==> src/common/lpc_pkg.sv <==
// Constants and types for the low power clock gating control block.
// Assumes a 25 MHz pclk and an APB register bus with 32-bit data.
package lpc_pkg;

  // Clock rate and oscillator start-up times
  localparam int unsigned PCLK_PERIOD_NS = 40;
  localparam int unsigned LSOSC_START_NS = 3000000;
  localparam int unsigned HSOSC_START_NS = 1000000;
  localparam int unsigned LSOSC_START_CYC =
    (LSOSC_START_NS + PCLK_PERIOD_NS - 1) / PCLK_PERIOD_NS;
  localparam int unsigned HSOSC_START_CYC =
    (HSOSC_START_NS + PCLK_PERIOD_NS - 1) / PCLK_PERIOD_NS;

  // Register map
  localparam int unsigned ADDR_W = 12;
  localparam logic [11:0] CTRL_OFS = 12'h000;
  localparam logic [11:0] STAT_OFS = 12'h004;
  localparam logic [11:0] WAKE_OFS = 12'h008;

  // Control register fields
  localparam int unsigned CTRL_SEL_BIT = 0;
  localparam int unsigned CTRL_OFFDIS_BIT = 1;
  localparam int unsigned CTRL_PCLKOFF_BIT = 2;
  localparam int unsigned CTRL_GEAR_LSB = 4;
  localparam int unsigned GEAR_W = 3;
  localparam logic CTRL_SEL_RST = 1'h1;
  localparam logic CTRL_OFFDIS_RST = 1'h0;
  localparam logic CTRL_PCLKOFF_RST = 1'h0;
  localparam logic [2:0] CTRL_GEAR_RST = 3'h0;

  // Status register fields
  localparam int unsigned STAT_STATE_LSB = 0;
  localparam int unsigned STAT_LSRDY_BIT = 4;
  localparam int unsigned STAT_HSRDY_BIT = 5;
  localparam int unsigned STAT_RTC_BIT = 6;
  localparam int unsigned STAT_DEEP_BIT = 7;

  // Wake cause fields
  localparam int unsigned WK_W = 5;
  localparam int unsigned WK_PORT = 0;
  localparam int unsigned WK_RTC = 1;
  localparam int unsigned WK_CT = 2;
  localparam int unsigned WK_WDT = 3;
  localparam int unsigned WK_PCLK = 4;

  // System clock source encoding
  localparam logic SYSCLK_LOW = 1'h0;
  localparam logic SYSCLK_HIGH = 1'h1;

  typedef enum logic [3:0] {
    ST_RUN = 4'h1,
    ST_HALT = 4'h2,
    ST_SLEEP = 4'h4,
    ST_WAKE = 4'h8
  } lpc_state_t;

endpackage

==> src/common/lpc_osc_if.sv <==
// Enable and ready handshake between the controller and an oscillator
// start-up timer. The controller drives en, the timer answers ready.
`timescale 1ns/100ps
interface lpc_osc_if;
  logic en;
  logic ready;
  modport ctl (output en, input ready);
  modport osc (input en, output ready);
endinterface // lpc_osc_if

==> src/hdl/lpc_clock_ctl.sv <==
// Low power clock gating control: sleep, halt, clock source, gear,
// peripheral clock gate and wake-up selection behind an APB slave.
// Assumes sleep and halt requests are one-cycle pulses from the CPU and
// that interrupt inputs are synchronous levels to pclk.
//
// Contract
// - Sleep with real-time clock stopped halts CPU and both oscillators.
// - Deep sleep with both oscillators off wakes only on port interrupt.
// - Sleep with real-time clock running stops the fast oscillator and bus clock, not the slow one.
// - Sleep with real-time clock running wakes on port or RTC interrupt.
// - Halt gates only the CPU clock; peripherals keep running.
// - Halt ends on port or any still-clocked peripheral interrupt.
// - Software gear divides CPU clock by 1/1 down to 1/8.
// - Software picks system clock source and may stop the unused one.
// - Software gate stops the peripheral bus clock.
// - Gating the peripheral bus clock leaves other peripherals running.
// - Port interrupt wakes the CPU from every sleep and halt state.
// - RTC interrupt wakes the CPU whenever the RTC keeps running.
// - Halt with slow oscillator running allows clock timer or watchdog.
// - Peripheral bus interrupts wake from halt only if that clock runs.
`timescale 1ns/100ps
module lpc_clock_ctl
  import lpc_pkg::*;
#(
  parameter int unsigned LS_START_CYC = LSOSC_START_CYC,
  parameter int unsigned HS_START_CYC = HSOSC_START_CYC
) (
  // Clock and reset
  input wire logic pclk,
  input wire logic presetn,
  // APB slave
  input wire logic [ADDR_W-1:0] paddr,
  input wire logic psel,
  input wire logic penable,
  input wire logic pwrite,
  input wire logic [31:0] pwdata,
  output logic [31:0] prdata,
  output logic pready,
  output logic pslverr,
  // CPU core requests
  input wire logic cpu_slp_req,
  input wire logic cpu_halt_req,
  output logic cpu_wake,
  output logic cpu_stopped,
  // Real-time clock state
  input wire logic rtc_running,
  // Wake-up sources
  input wire logic port_irq,
  input wire logic rtc_irq,
  input wire logic ct_irq,
  input wire logic wdt_irq,
  input wire logic pclk_periph_irq,
  // Oscillator and clock gate controls
  output logic low_speed_oscillator_en,
  output logic high_speed_oscillator_en,
  output logic sysclk_sel,
  output logic cpu_core_clock_en,
  output logic pclk_en
);

  lpc_state_t state_r;
  lpc_state_t state_nxt;

  logic ctrl_sel_r;
  logic ctrl_offdis_r;
  logic ctrl_pclkoff_r;
  logic [GEAR_W-1:0] ctrl_gear_r;
  logic deep_r;
  logic [WK_W-1:0] wake_cause_r;
  logic [WK_W-1:0] wake_hit;
  logic ls_en_nxt;
  logic hs_en_nxt;
  logic sel_ready;
  logic gear_tick;
  logic apb_setup;
  logic apb_wr;
  logic [31:0] rd_word;
  logic rd_err;

  lpc_osc_if ls_if ();
  lpc_osc_if hs_if ();

  // Oscillator start-up timers
  lpc_osc_start #(
    .START_CYC(LS_START_CYC)
  ) u_ls_start (
    .pclk(pclk),
    .presetn(presetn),
    .osc(ls_if.osc)
  );

  lpc_osc_start #(
    .START_CYC(HS_START_CYC)
  ) u_hs_start (
    .pclk(pclk),
    .presetn(presetn),
    .osc(hs_if.osc)
  );

  lpc_gear_div #(
    .W(GEAR_W)
  ) u_gear (
    .pclk(pclk),
    .presetn(presetn),
    .gear(ctrl_gear_r),
    .tick(gear_tick)
  );

  assign ls_if.en = low_speed_oscillator_en;
  assign hs_if.en = high_speed_oscillator_en;

  assign sel_ready = (ctrl_sel_r == SYSCLK_HIGH) ? hs_if.ready
                                                 : ls_if.ready;

  // APB phase decode
  assign apb_setup = psel && !penable;
  assign apb_wr = psel && penable && pready && pwrite;

  // Wake-up qualification per low power state
  always_comb begin
    wake_hit = '0;
    unique case (state_r)
      ST_SLEEP: begin
        wake_hit[WK_PORT] = port_irq;
        // RTC too when it keeps time
        wake_hit[WK_RTC] = rtc_irq && !deep_r;
      end
      ST_HALT: begin
        wake_hit[WK_PORT] = port_irq;
        wake_hit[WK_RTC] = rtc_irq && rtc_running;
        wake_hit[WK_CT] = ct_irq && low_speed_oscillator_en;
        wake_hit[WK_WDT] = wdt_irq && low_speed_oscillator_en;
        wake_hit[WK_PCLK] = pclk_periph_irq && pclk_en;
      end
      ST_RUN, ST_WAKE: begin
        wake_hit = '0;
      end
      default: begin
        wake_hit = '0;
      end
    endcase
  end

  // Power mode sequencing
  always_comb begin
    state_nxt = state_r;
    unique case (state_r)
      ST_RUN: begin
        if (cpu_slp_req) begin
          state_nxt = ST_SLEEP;
        end else if (cpu_halt_req) begin
          state_nxt = ST_HALT;
        end
      end
      ST_HALT: begin
        // Halt ends on a qualified interrupt
        if (|wake_hit) begin
          state_nxt = ST_WAKE;
        end
      end
      ST_SLEEP: begin
        if (|wake_hit) begin
          state_nxt = ST_WAKE;
        end
      end
      ST_WAKE: begin
        if (sel_ready) begin
          state_nxt = ST_RUN;
        end
      end
      default: begin
        state_nxt = ST_RUN;
      end
    endcase
  end

  always_ff @(posedge pclk or negedge presetn) begin
    if (!presetn) begin
      state_r <= ST_RUN;
    end else begin
      state_r <= state_nxt;
    end
  end

  // Deep sleep captured at sleep entry
  always_ff @(posedge pclk or negedge presetn) begin
    if (!presetn) begin
      deep_r <= 1'h0;
    end else if (state_r == ST_RUN && cpu_slp_req) begin
      deep_r <= !rtc_running;
    end
  end

  // Oscillator demand
  always_comb begin
    if (state_r == ST_SLEEP) begin
      // Fast oscillator off, slow one kept for RTC
      hs_en_nxt = 1'h0;
      ls_en_nxt = !deep_r;
    end else begin
      hs_en_nxt = (ctrl_sel_r == SYSCLK_HIGH) || !ctrl_offdis_r;
      // Restarts the needed source on wake
      ls_en_nxt = (ctrl_sel_r == SYSCLK_LOW) || !ctrl_offdis_r ||
                  rtc_running;
    end
  end

  always_ff @(posedge pclk or negedge presetn) begin
    if (!presetn) begin
      low_speed_oscillator_en <= 1'h1;
      high_speed_oscillator_en <= 1'h1;
    end else begin
      low_speed_oscillator_en <= ls_en_nxt;
      high_speed_oscillator_en <= hs_en_nxt;
    end
  end

  always_ff @(posedge pclk or negedge presetn) begin
    if (!presetn) begin
      sysclk_sel <= CTRL_SEL_RST;
    end else begin
      sysclk_sel <= ctrl_sel_r;
    end
  end

  // CPU clock gated in halt, sleep and wake
  always_ff @(posedge pclk or negedge presetn) begin
    if (!presetn) begin
      cpu_core_clock_en <= 1'h0;
    end else begin
      cpu_core_clock_en <= (state_nxt == ST_RUN) && sel_ready &&
                           gear_tick;
    end
  end

  // Bus clock gate, off in sleep; other clocks unaffected
  always_ff @(posedge pclk or negedge presetn) begin
    if (!presetn) begin
      pclk_en <= 1'h0;
    end else begin
      pclk_en <= !ctrl_pclkoff_r && (state_nxt != ST_SLEEP) &&
                 sel_ready;
    end
  end

  // CPU status outputs
  always_ff @(posedge pclk or negedge presetn) begin
    if (!presetn) begin
      cpu_stopped <= 1'h0;
      cpu_wake <= 1'h0;
    end else begin
      cpu_stopped <= (state_nxt != ST_RUN);
      cpu_wake <= (state_r == ST_WAKE) && (state_nxt == ST_RUN);
    end
  end

  // Wake cause, loaded on each wake and cleared on each stop
  always_ff @(posedge pclk or negedge presetn) begin
    if (!presetn) begin
      wake_cause_r <= '0;
    end else if (|wake_hit) begin
      wake_cause_r <= wake_hit;
    end else if (state_r == ST_RUN && (cpu_slp_req || cpu_halt_req)) begin
      wake_cause_r <= '0;
    end
  end

  // Control register writes
  always_ff @(posedge pclk or negedge presetn) begin
    if (!presetn) begin
      ctrl_sel_r <= CTRL_SEL_RST;
      ctrl_offdis_r <= CTRL_OFFDIS_RST;
      ctrl_pclkoff_r <= CTRL_PCLKOFF_RST;
      ctrl_gear_r <= CTRL_GEAR_RST;
    end else if (apb_wr && paddr == CTRL_OFS) begin
      ctrl_sel_r <= pwdata[CTRL_SEL_BIT];
      ctrl_offdis_r <= pwdata[CTRL_OFFDIS_BIT];
      // Only the bus clock gate, nothing else
      ctrl_pclkoff_r <= pwdata[CTRL_PCLKOFF_BIT];
      ctrl_gear_r <= pwdata[CTRL_GEAR_LSB +: GEAR_W];
    end
  end

  // Read mux
  always_comb begin
    rd_word = '0;
    rd_err = 1'h0;
    unique case (paddr)
      CTRL_OFS: begin
        rd_word[CTRL_SEL_BIT] = ctrl_sel_r;
        rd_word[CTRL_OFFDIS_BIT] = ctrl_offdis_r;
        rd_word[CTRL_PCLKOFF_BIT] = ctrl_pclkoff_r;
        rd_word[CTRL_GEAR_LSB +: GEAR_W] = ctrl_gear_r;
      end
      STAT_OFS: begin
        rd_word[STAT_STATE_LSB +: $bits(lpc_state_t)] = state_r;
        rd_word[STAT_LSRDY_BIT] = ls_if.ready;
        rd_word[STAT_HSRDY_BIT] = hs_if.ready;
        rd_word[STAT_RTC_BIT] = rtc_running;
        rd_word[STAT_DEEP_BIT] = deep_r;
      end
      WAKE_OFS: begin
        rd_word[WK_W-1:0] = wake_cause_r;
      end
      default: begin
        rd_err = 1'h1;
      end
    endcase
  end

  // APB answer in the first access cycle
  always_ff @(posedge pclk or negedge presetn) begin
    if (!presetn) begin
      pready <= 1'h0;
      pslverr <= 1'h0;
      prdata <= '0;
    end else if (apb_setup) begin
      pready <= 1'h1;
      pslverr <= rd_err;
      prdata <= pwrite ? 32'h0000_0000 : rd_word;
    end else begin
      pready <= 1'h0;
      pslverr <= 1'h0;
      prdata <= '0;
    end
  end

endmodule // lpc_clock_ctl

==> src/hdl/lpc_gear_div.sv <==
// Clock gear: one tick every gear+1 cycles, so gear 0 gives 1/1 and
// gear 7 gives 1/8. A gear change takes effect on the next cycle, even mid-count.
`timescale 1ns/100ps
module lpc_gear_div #(
  parameter int unsigned W = 3
) (
  // Clock and reset
  input wire logic pclk,
  input wire logic presetn,
  // Ratio and tick
  input wire logic [W-1:0] gear,
  output logic tick
);

  logic [W-1:0] cnt_r;

  // Divide counter
  always_ff @(posedge pclk or negedge presetn) begin
    if (!presetn) begin
      cnt_r <= '0;
      tick <= 1'h0;
    end else if (cnt_r >= gear) begin
      cnt_r <= '0;
      tick <= 1'h1;
    end else begin
      cnt_r <= cnt_r + W'(1);
      tick <= 1'h0;
    end
  end

endmodule // lpc_gear_div

==> src/hdl/lpc_osc_start.sv <==
// Oscillator start-up timer: ready rises after en has stood START_CYC
// cycles. Assumes the oscillator settles within that time.
`timescale 1ns/100ps
module lpc_osc_start #(
  parameter int unsigned START_CYC = 4,
  parameter int unsigned CNT_W = $clog2(START_CYC + 1)
) (
  // Clock and reset
  input wire logic pclk,
  input wire logic presetn,
  // Handshake
  lpc_osc_if.osc osc
);

  logic [CNT_W-1:0] cnt_r;

  // Count settle time while enabled
  always_ff @(posedge pclk or negedge presetn) begin
    if (!presetn) begin
      cnt_r <= '0;
    end else if (!osc.en) begin
      cnt_r <= '0;
    end else if (cnt_r != CNT_W'(START_CYC)) begin
      cnt_r <= cnt_r + CNT_W'(1);
    end
  end

  // Ready once settled, dropped at once on disable
  always_ff @(posedge pclk or negedge presetn) begin
    if (!presetn) begin
      osc.ready <= 1'h0;
    end else begin
      osc.ready <= osc.en && (cnt_r == CNT_W'(START_CYC));
    end
  end

endmodule // lpc_osc_start
==> config.mk <==
export PLATFORM = sky130hd
export DESIGN_NAME = lpc_clock_ctl
export DESIGN_NICKNAME = d
export VERILOG_FILES = /design/src/common/lpc_pkg.sv /design/src/common/lpc_osc_if.sv /design/src/hdl/lpc_clock_ctl.sv /design/src/hdl/lpc_gear_div.sv /design/src/hdl/lpc_osc_start.sv
export SDC_FILE = /design/constraint.sdc
export NUM_CORES = 1
export LEC_CHECK = 0
export ABC_CLOCK_PERIOD_IN_PS = 4000
export CAP_MARGIN = 20
export CORE_ASPECT_RATIO = 1.4
export CORE_MARGIN = 3
export CORE_UTILIZATION = 40
export DETAILED_ROUTE_END_ITERATION = 8
export DONT_BUFFER_PORTS = 1
export PLACE_DENSITY = 0.6
export SLEW_MARGIN = 20
export SYNTH_ARGS = -nofsm -noshare
export SYNTH_HDL_FRONTEND = slang
export SYNTH_SLANG_ARGS = --single-unit
==> constraint.sdc <==
create_clock -name pclk -period 4 [get_ports pclk]
set_input_delay 0.4 -clock pclk [delete_from_list [all_inputs] [get_ports pclk]]
set_output_delay 0.4 -clock pclk [all_outputs]
set_load 0.05 [all_outputs]
==> results.md <==
| Parameter | Reported |
| --- | --- |
| GR Util All Layers | 0.149 |
| Number of buffers between clock root and the deepest sink | 2 |
| Classification of the worst setup path | register to register |
| Pre-antenna DRT Iters | 4 |
| I/O pin cnt | 98 |
| Placer's final routability congestion estimate | 0.831 |
| Slowest cell on crit path | or4b_2 |
| Number of enable flip-flop cells after synthesis | 0 |
| P per Cell Area | 585 nW/um^2 |
| Worst hold-check path type | input pin to register |
| TritonCTS Sinks | 71 |
| H-Tree Depth | 3 |
| Largest stage delay on the critical path | 0.75 ns |
| Max Clock Freq | 495 MHz |
| Headroom to the max-slew limit | 0.407 |
| HPWL Detailed | 5180 microns |
| Placeable core region | 8660 sq um |
| Sequential cell area in the final layout | 1780 sq um |
| TNS Setup | 0 ns |
| Result of the run | completed |
| Area of combinational cells with multiple inputs | 1650 sq um |
| Total die area | 10200 sq um |
| Number of warnings issued by yosys | 0 |
| Cell at the root of the clock tree | clkbuf_16 |
| Remaining routing DRC violations | 0 |
| Via count of the first global-routing pass | 2394 |
| NumNets Final | 426 |
| Final worst path period share | 0.505 |
| Layout Skew | 0.00642 ns |
| Die W | 86.2 microns |
| P&R area growth vs syn | 9.78% |
| Number of violations reported at the end of detailed-routing iteration 0 | 180 |
| Portion of the post-synthesis area used by sequential elements | 0.494 |
| Worst reg2reg startpoint | state_r[2] |
| Start point of the critical path | state_r[2] |
| Fraction of layout cells with a size suffix above 1 | 0.107 |
| Sort of element at the start of the critical path | register |
| Element type at the critical path end | register |
| Netlist Area Pre-Place | 3610 sq um |
| Required time of the worst setup path | 4.21 ns |
| Period minus WS final | 2.02 ns |
| Most used cells in the layout excluding fill and tap cells | dfrtp_1 (66), nor2_1 (41), conb_1 (24), nand2_1 (23), a21oi_1 (19) |
| Clock Pin Slew Worst Setup and Hold Paths | 0.06 ns |
| Total number of vias | 2490 |
| Wire length of the first global-routing pass | 12000 microns |
| Cells after synthesis | 357 |
| Skew-Pair Late Insertion Delay | 0.33 ns |
| VDD IR-drop max | 399 uV |
| Num CTS Buffers | 9 |
| Maximum number of pins on one net before global-route repair | 72 |
| Max-capacitance violation count | 0 |
| Number of routed nets with antenna violations | 0 |
| # placed instances | 453 |
| Endpoint arrival time on the critical path | 2.23 ns |
| Leakage power of the design | 1.82 nW |
| Netlist cell types | 48 |
| Reg2Reg Setup Slack | 1.98 ns |
| Grt total ovfl | 0 |
| Family with the most delay on the worst path | simple AND/OR/NAND/NOR gates |
| Final core utilization | 0.457 |
| Worst Reg2Reg Path Length in Cells | 4 |
| Initial cell density of the core | 0.416 |
| Number of antenna diodes | 0 |
| Rows | 40 |
| Number of flip-flops and latches in the synthesized netlist | 71 |
| Number of antenna violations at the first check in global routing | 0 |
| Detailed-route vias per instance | 5.29 |
| Final Power | 0.00232 W |
| Avg Cell Area, Syn | 10.1 sq um |
| Die Span Y | 118 microns |
| Critical path endpoint | wake_cause_r[2] |
| Total count of hold-check failures in the final report | 0 |
| Fill cell count | 815 |
| TritonCTS clock tree | built |
| RSZ-0062 raised after global routing | false |
| Most frequent standard cell in the layout excluding fill and tap cells | dfrtp_1 |
| Pins Over Slew Limit | 0 |
| Worst path bufs/invs | 0 |
| Aggregate routed wire length | 7300 microns |
| Non-filler cells in the finished layout | 471 |
| Endpoint of the most critical register-to-register path | wake_cause_r[2] |
| Count of input and output buffers | 0 |
| Final setup viols | 0 |
| Crit path cell chain | or4b_2 > nor2_1 > nor3_2 > a32o_1 |
| Top_reg_cell synth | dfrtp_1 |
| WL per Instance | 15.5 microns |
| Stages on the worst setup path | 4 |
| Slew @ Worst Pin | 0.882 ns |
| Fraction of registers with async set or reset after synthesis | 1.00 |
| Critical path peak fanout | 11 |
[kinds of logic after synthesis]
| group | Yosys count | share of synthesized area |
|---|---|---|
| AO/OA/AOI/OAI | 42 | 0.0711 |
| XOR/XNOR | 19 | 0.0461 |
| adder cells (fa/ha/maj) | 8 | 0.0278 |
| buffers and inverters | 45 | 0.0725 |
| flip-flops | 71 | 0.494 |
| multiplexers | 18 | 0.0524 |
| other | 1 | 0.00104 |
| AND/OR/NAND/NOR | 153 | 0.235 |
[where the power goes]
| group | leakage, nW | switching, W | total [W] | internal (W) |
|---|---|---|---|---|
| clock | 0.156 | 0.000286 | 0.000817 | 0.000531 |
| sequential | 0.939 | 0.000190 | 0.00103 | 0.000838 |
| combinational | 0.724 | 0.000285 | 0.000473 | 0.000187 |
[synthesized netlist by cell type, types with 5 or more instances]
cell type  instances  share of area
nand3_1           15          0.021
nor3_1            10          0.014
nor2_1            41          0.043
inv_1             13          0.014
dfstp_2            5          0.036
mux2_2             7          0.022
nand2_1           23          0.024
ha_1               8          0.028
nand4_1            6          0.010
clkbuf_1           6         0.0062
xor2_1             9          0.022
xnor2_1           10          0.024
o21ai_0           11          0.015
buf_4             24          0.050
a21oi_1           19          0.026
mux2i_1           11          0.031
dfrtp_1           66           0.46
nand2b_1           8          0.014
or3_1              6          0.010
nor4_1             5         0.0087
[per-layer routing]
layer | routed length [microns] | global-route usage
met1 | 3080 | 0.188
met2 | 3790 | 0.240
met3 | 365 | 0.0418
met4 | 70 | 0.0585
met5 | 0 | 0
[sequential cells by signal, summed over array words and instances (netlist names), 3 cells and up]
signal	cells
ctrl_gear_r	3
state_r	4
prdata	8
u_gear.cnt_r	3
wake_cause_r	5
u_hs_start.cnt_r	15
u_ls_start.cnt_r	17
[metrics by stage]
stage / cell area (sq um) / hold WS, ns / worst slack, ns
2_1_floorplan: 3690 / 0.104 / 2.18
3_3_place_gp: 3610 / 0.107 / 1.88
3_5_place_dp: 3610 / 0.106 / 1.84
4_1_cts: 3960 / 0.123 / 1.94
5_1_grt: 3960 / 0.132 / 1.85
6_report: 3960 / 0.137 / 1.98
[worst min path at each step]
stage	startpoint	depth (start not counted)	slack, ns	to
after floorplan	presetn	0	0.10	cpu_core_clock_en
after global placement	presetn	0	0.11	pclk_en
after detailed placement	presetn	0	0.11	pclk_en
after CTS	paddr[3]	1	0.12	prdata[5]
after global routing	paddr[3]	1	0.13	prdata[5]
final	paddr[3]	1	0.14	prdata[5]
[repair_timing]
action | 4_1_cts | 5_1_grt
setup endpoints to repair | 0 | 0
hold buffers | 2 | 0
gates resized for setup | 0 | 0
hold endpoints to repair | 71 | 0
setup buffers | 0 | 0
[area by class of cell]
type | instances | share of cell area
tap | 105 | 0.0332
clock inverter | 3 | 0.0101
timing repair buffer | 2 | 0.00948
sequential | 71 | 0.450
multi-input combinational | 264 | 0.416
inverter | 13 | 0.0123
clock buffer | 13 | 0.0683
No activity file was read; power rests on OpenSTA's default activity.
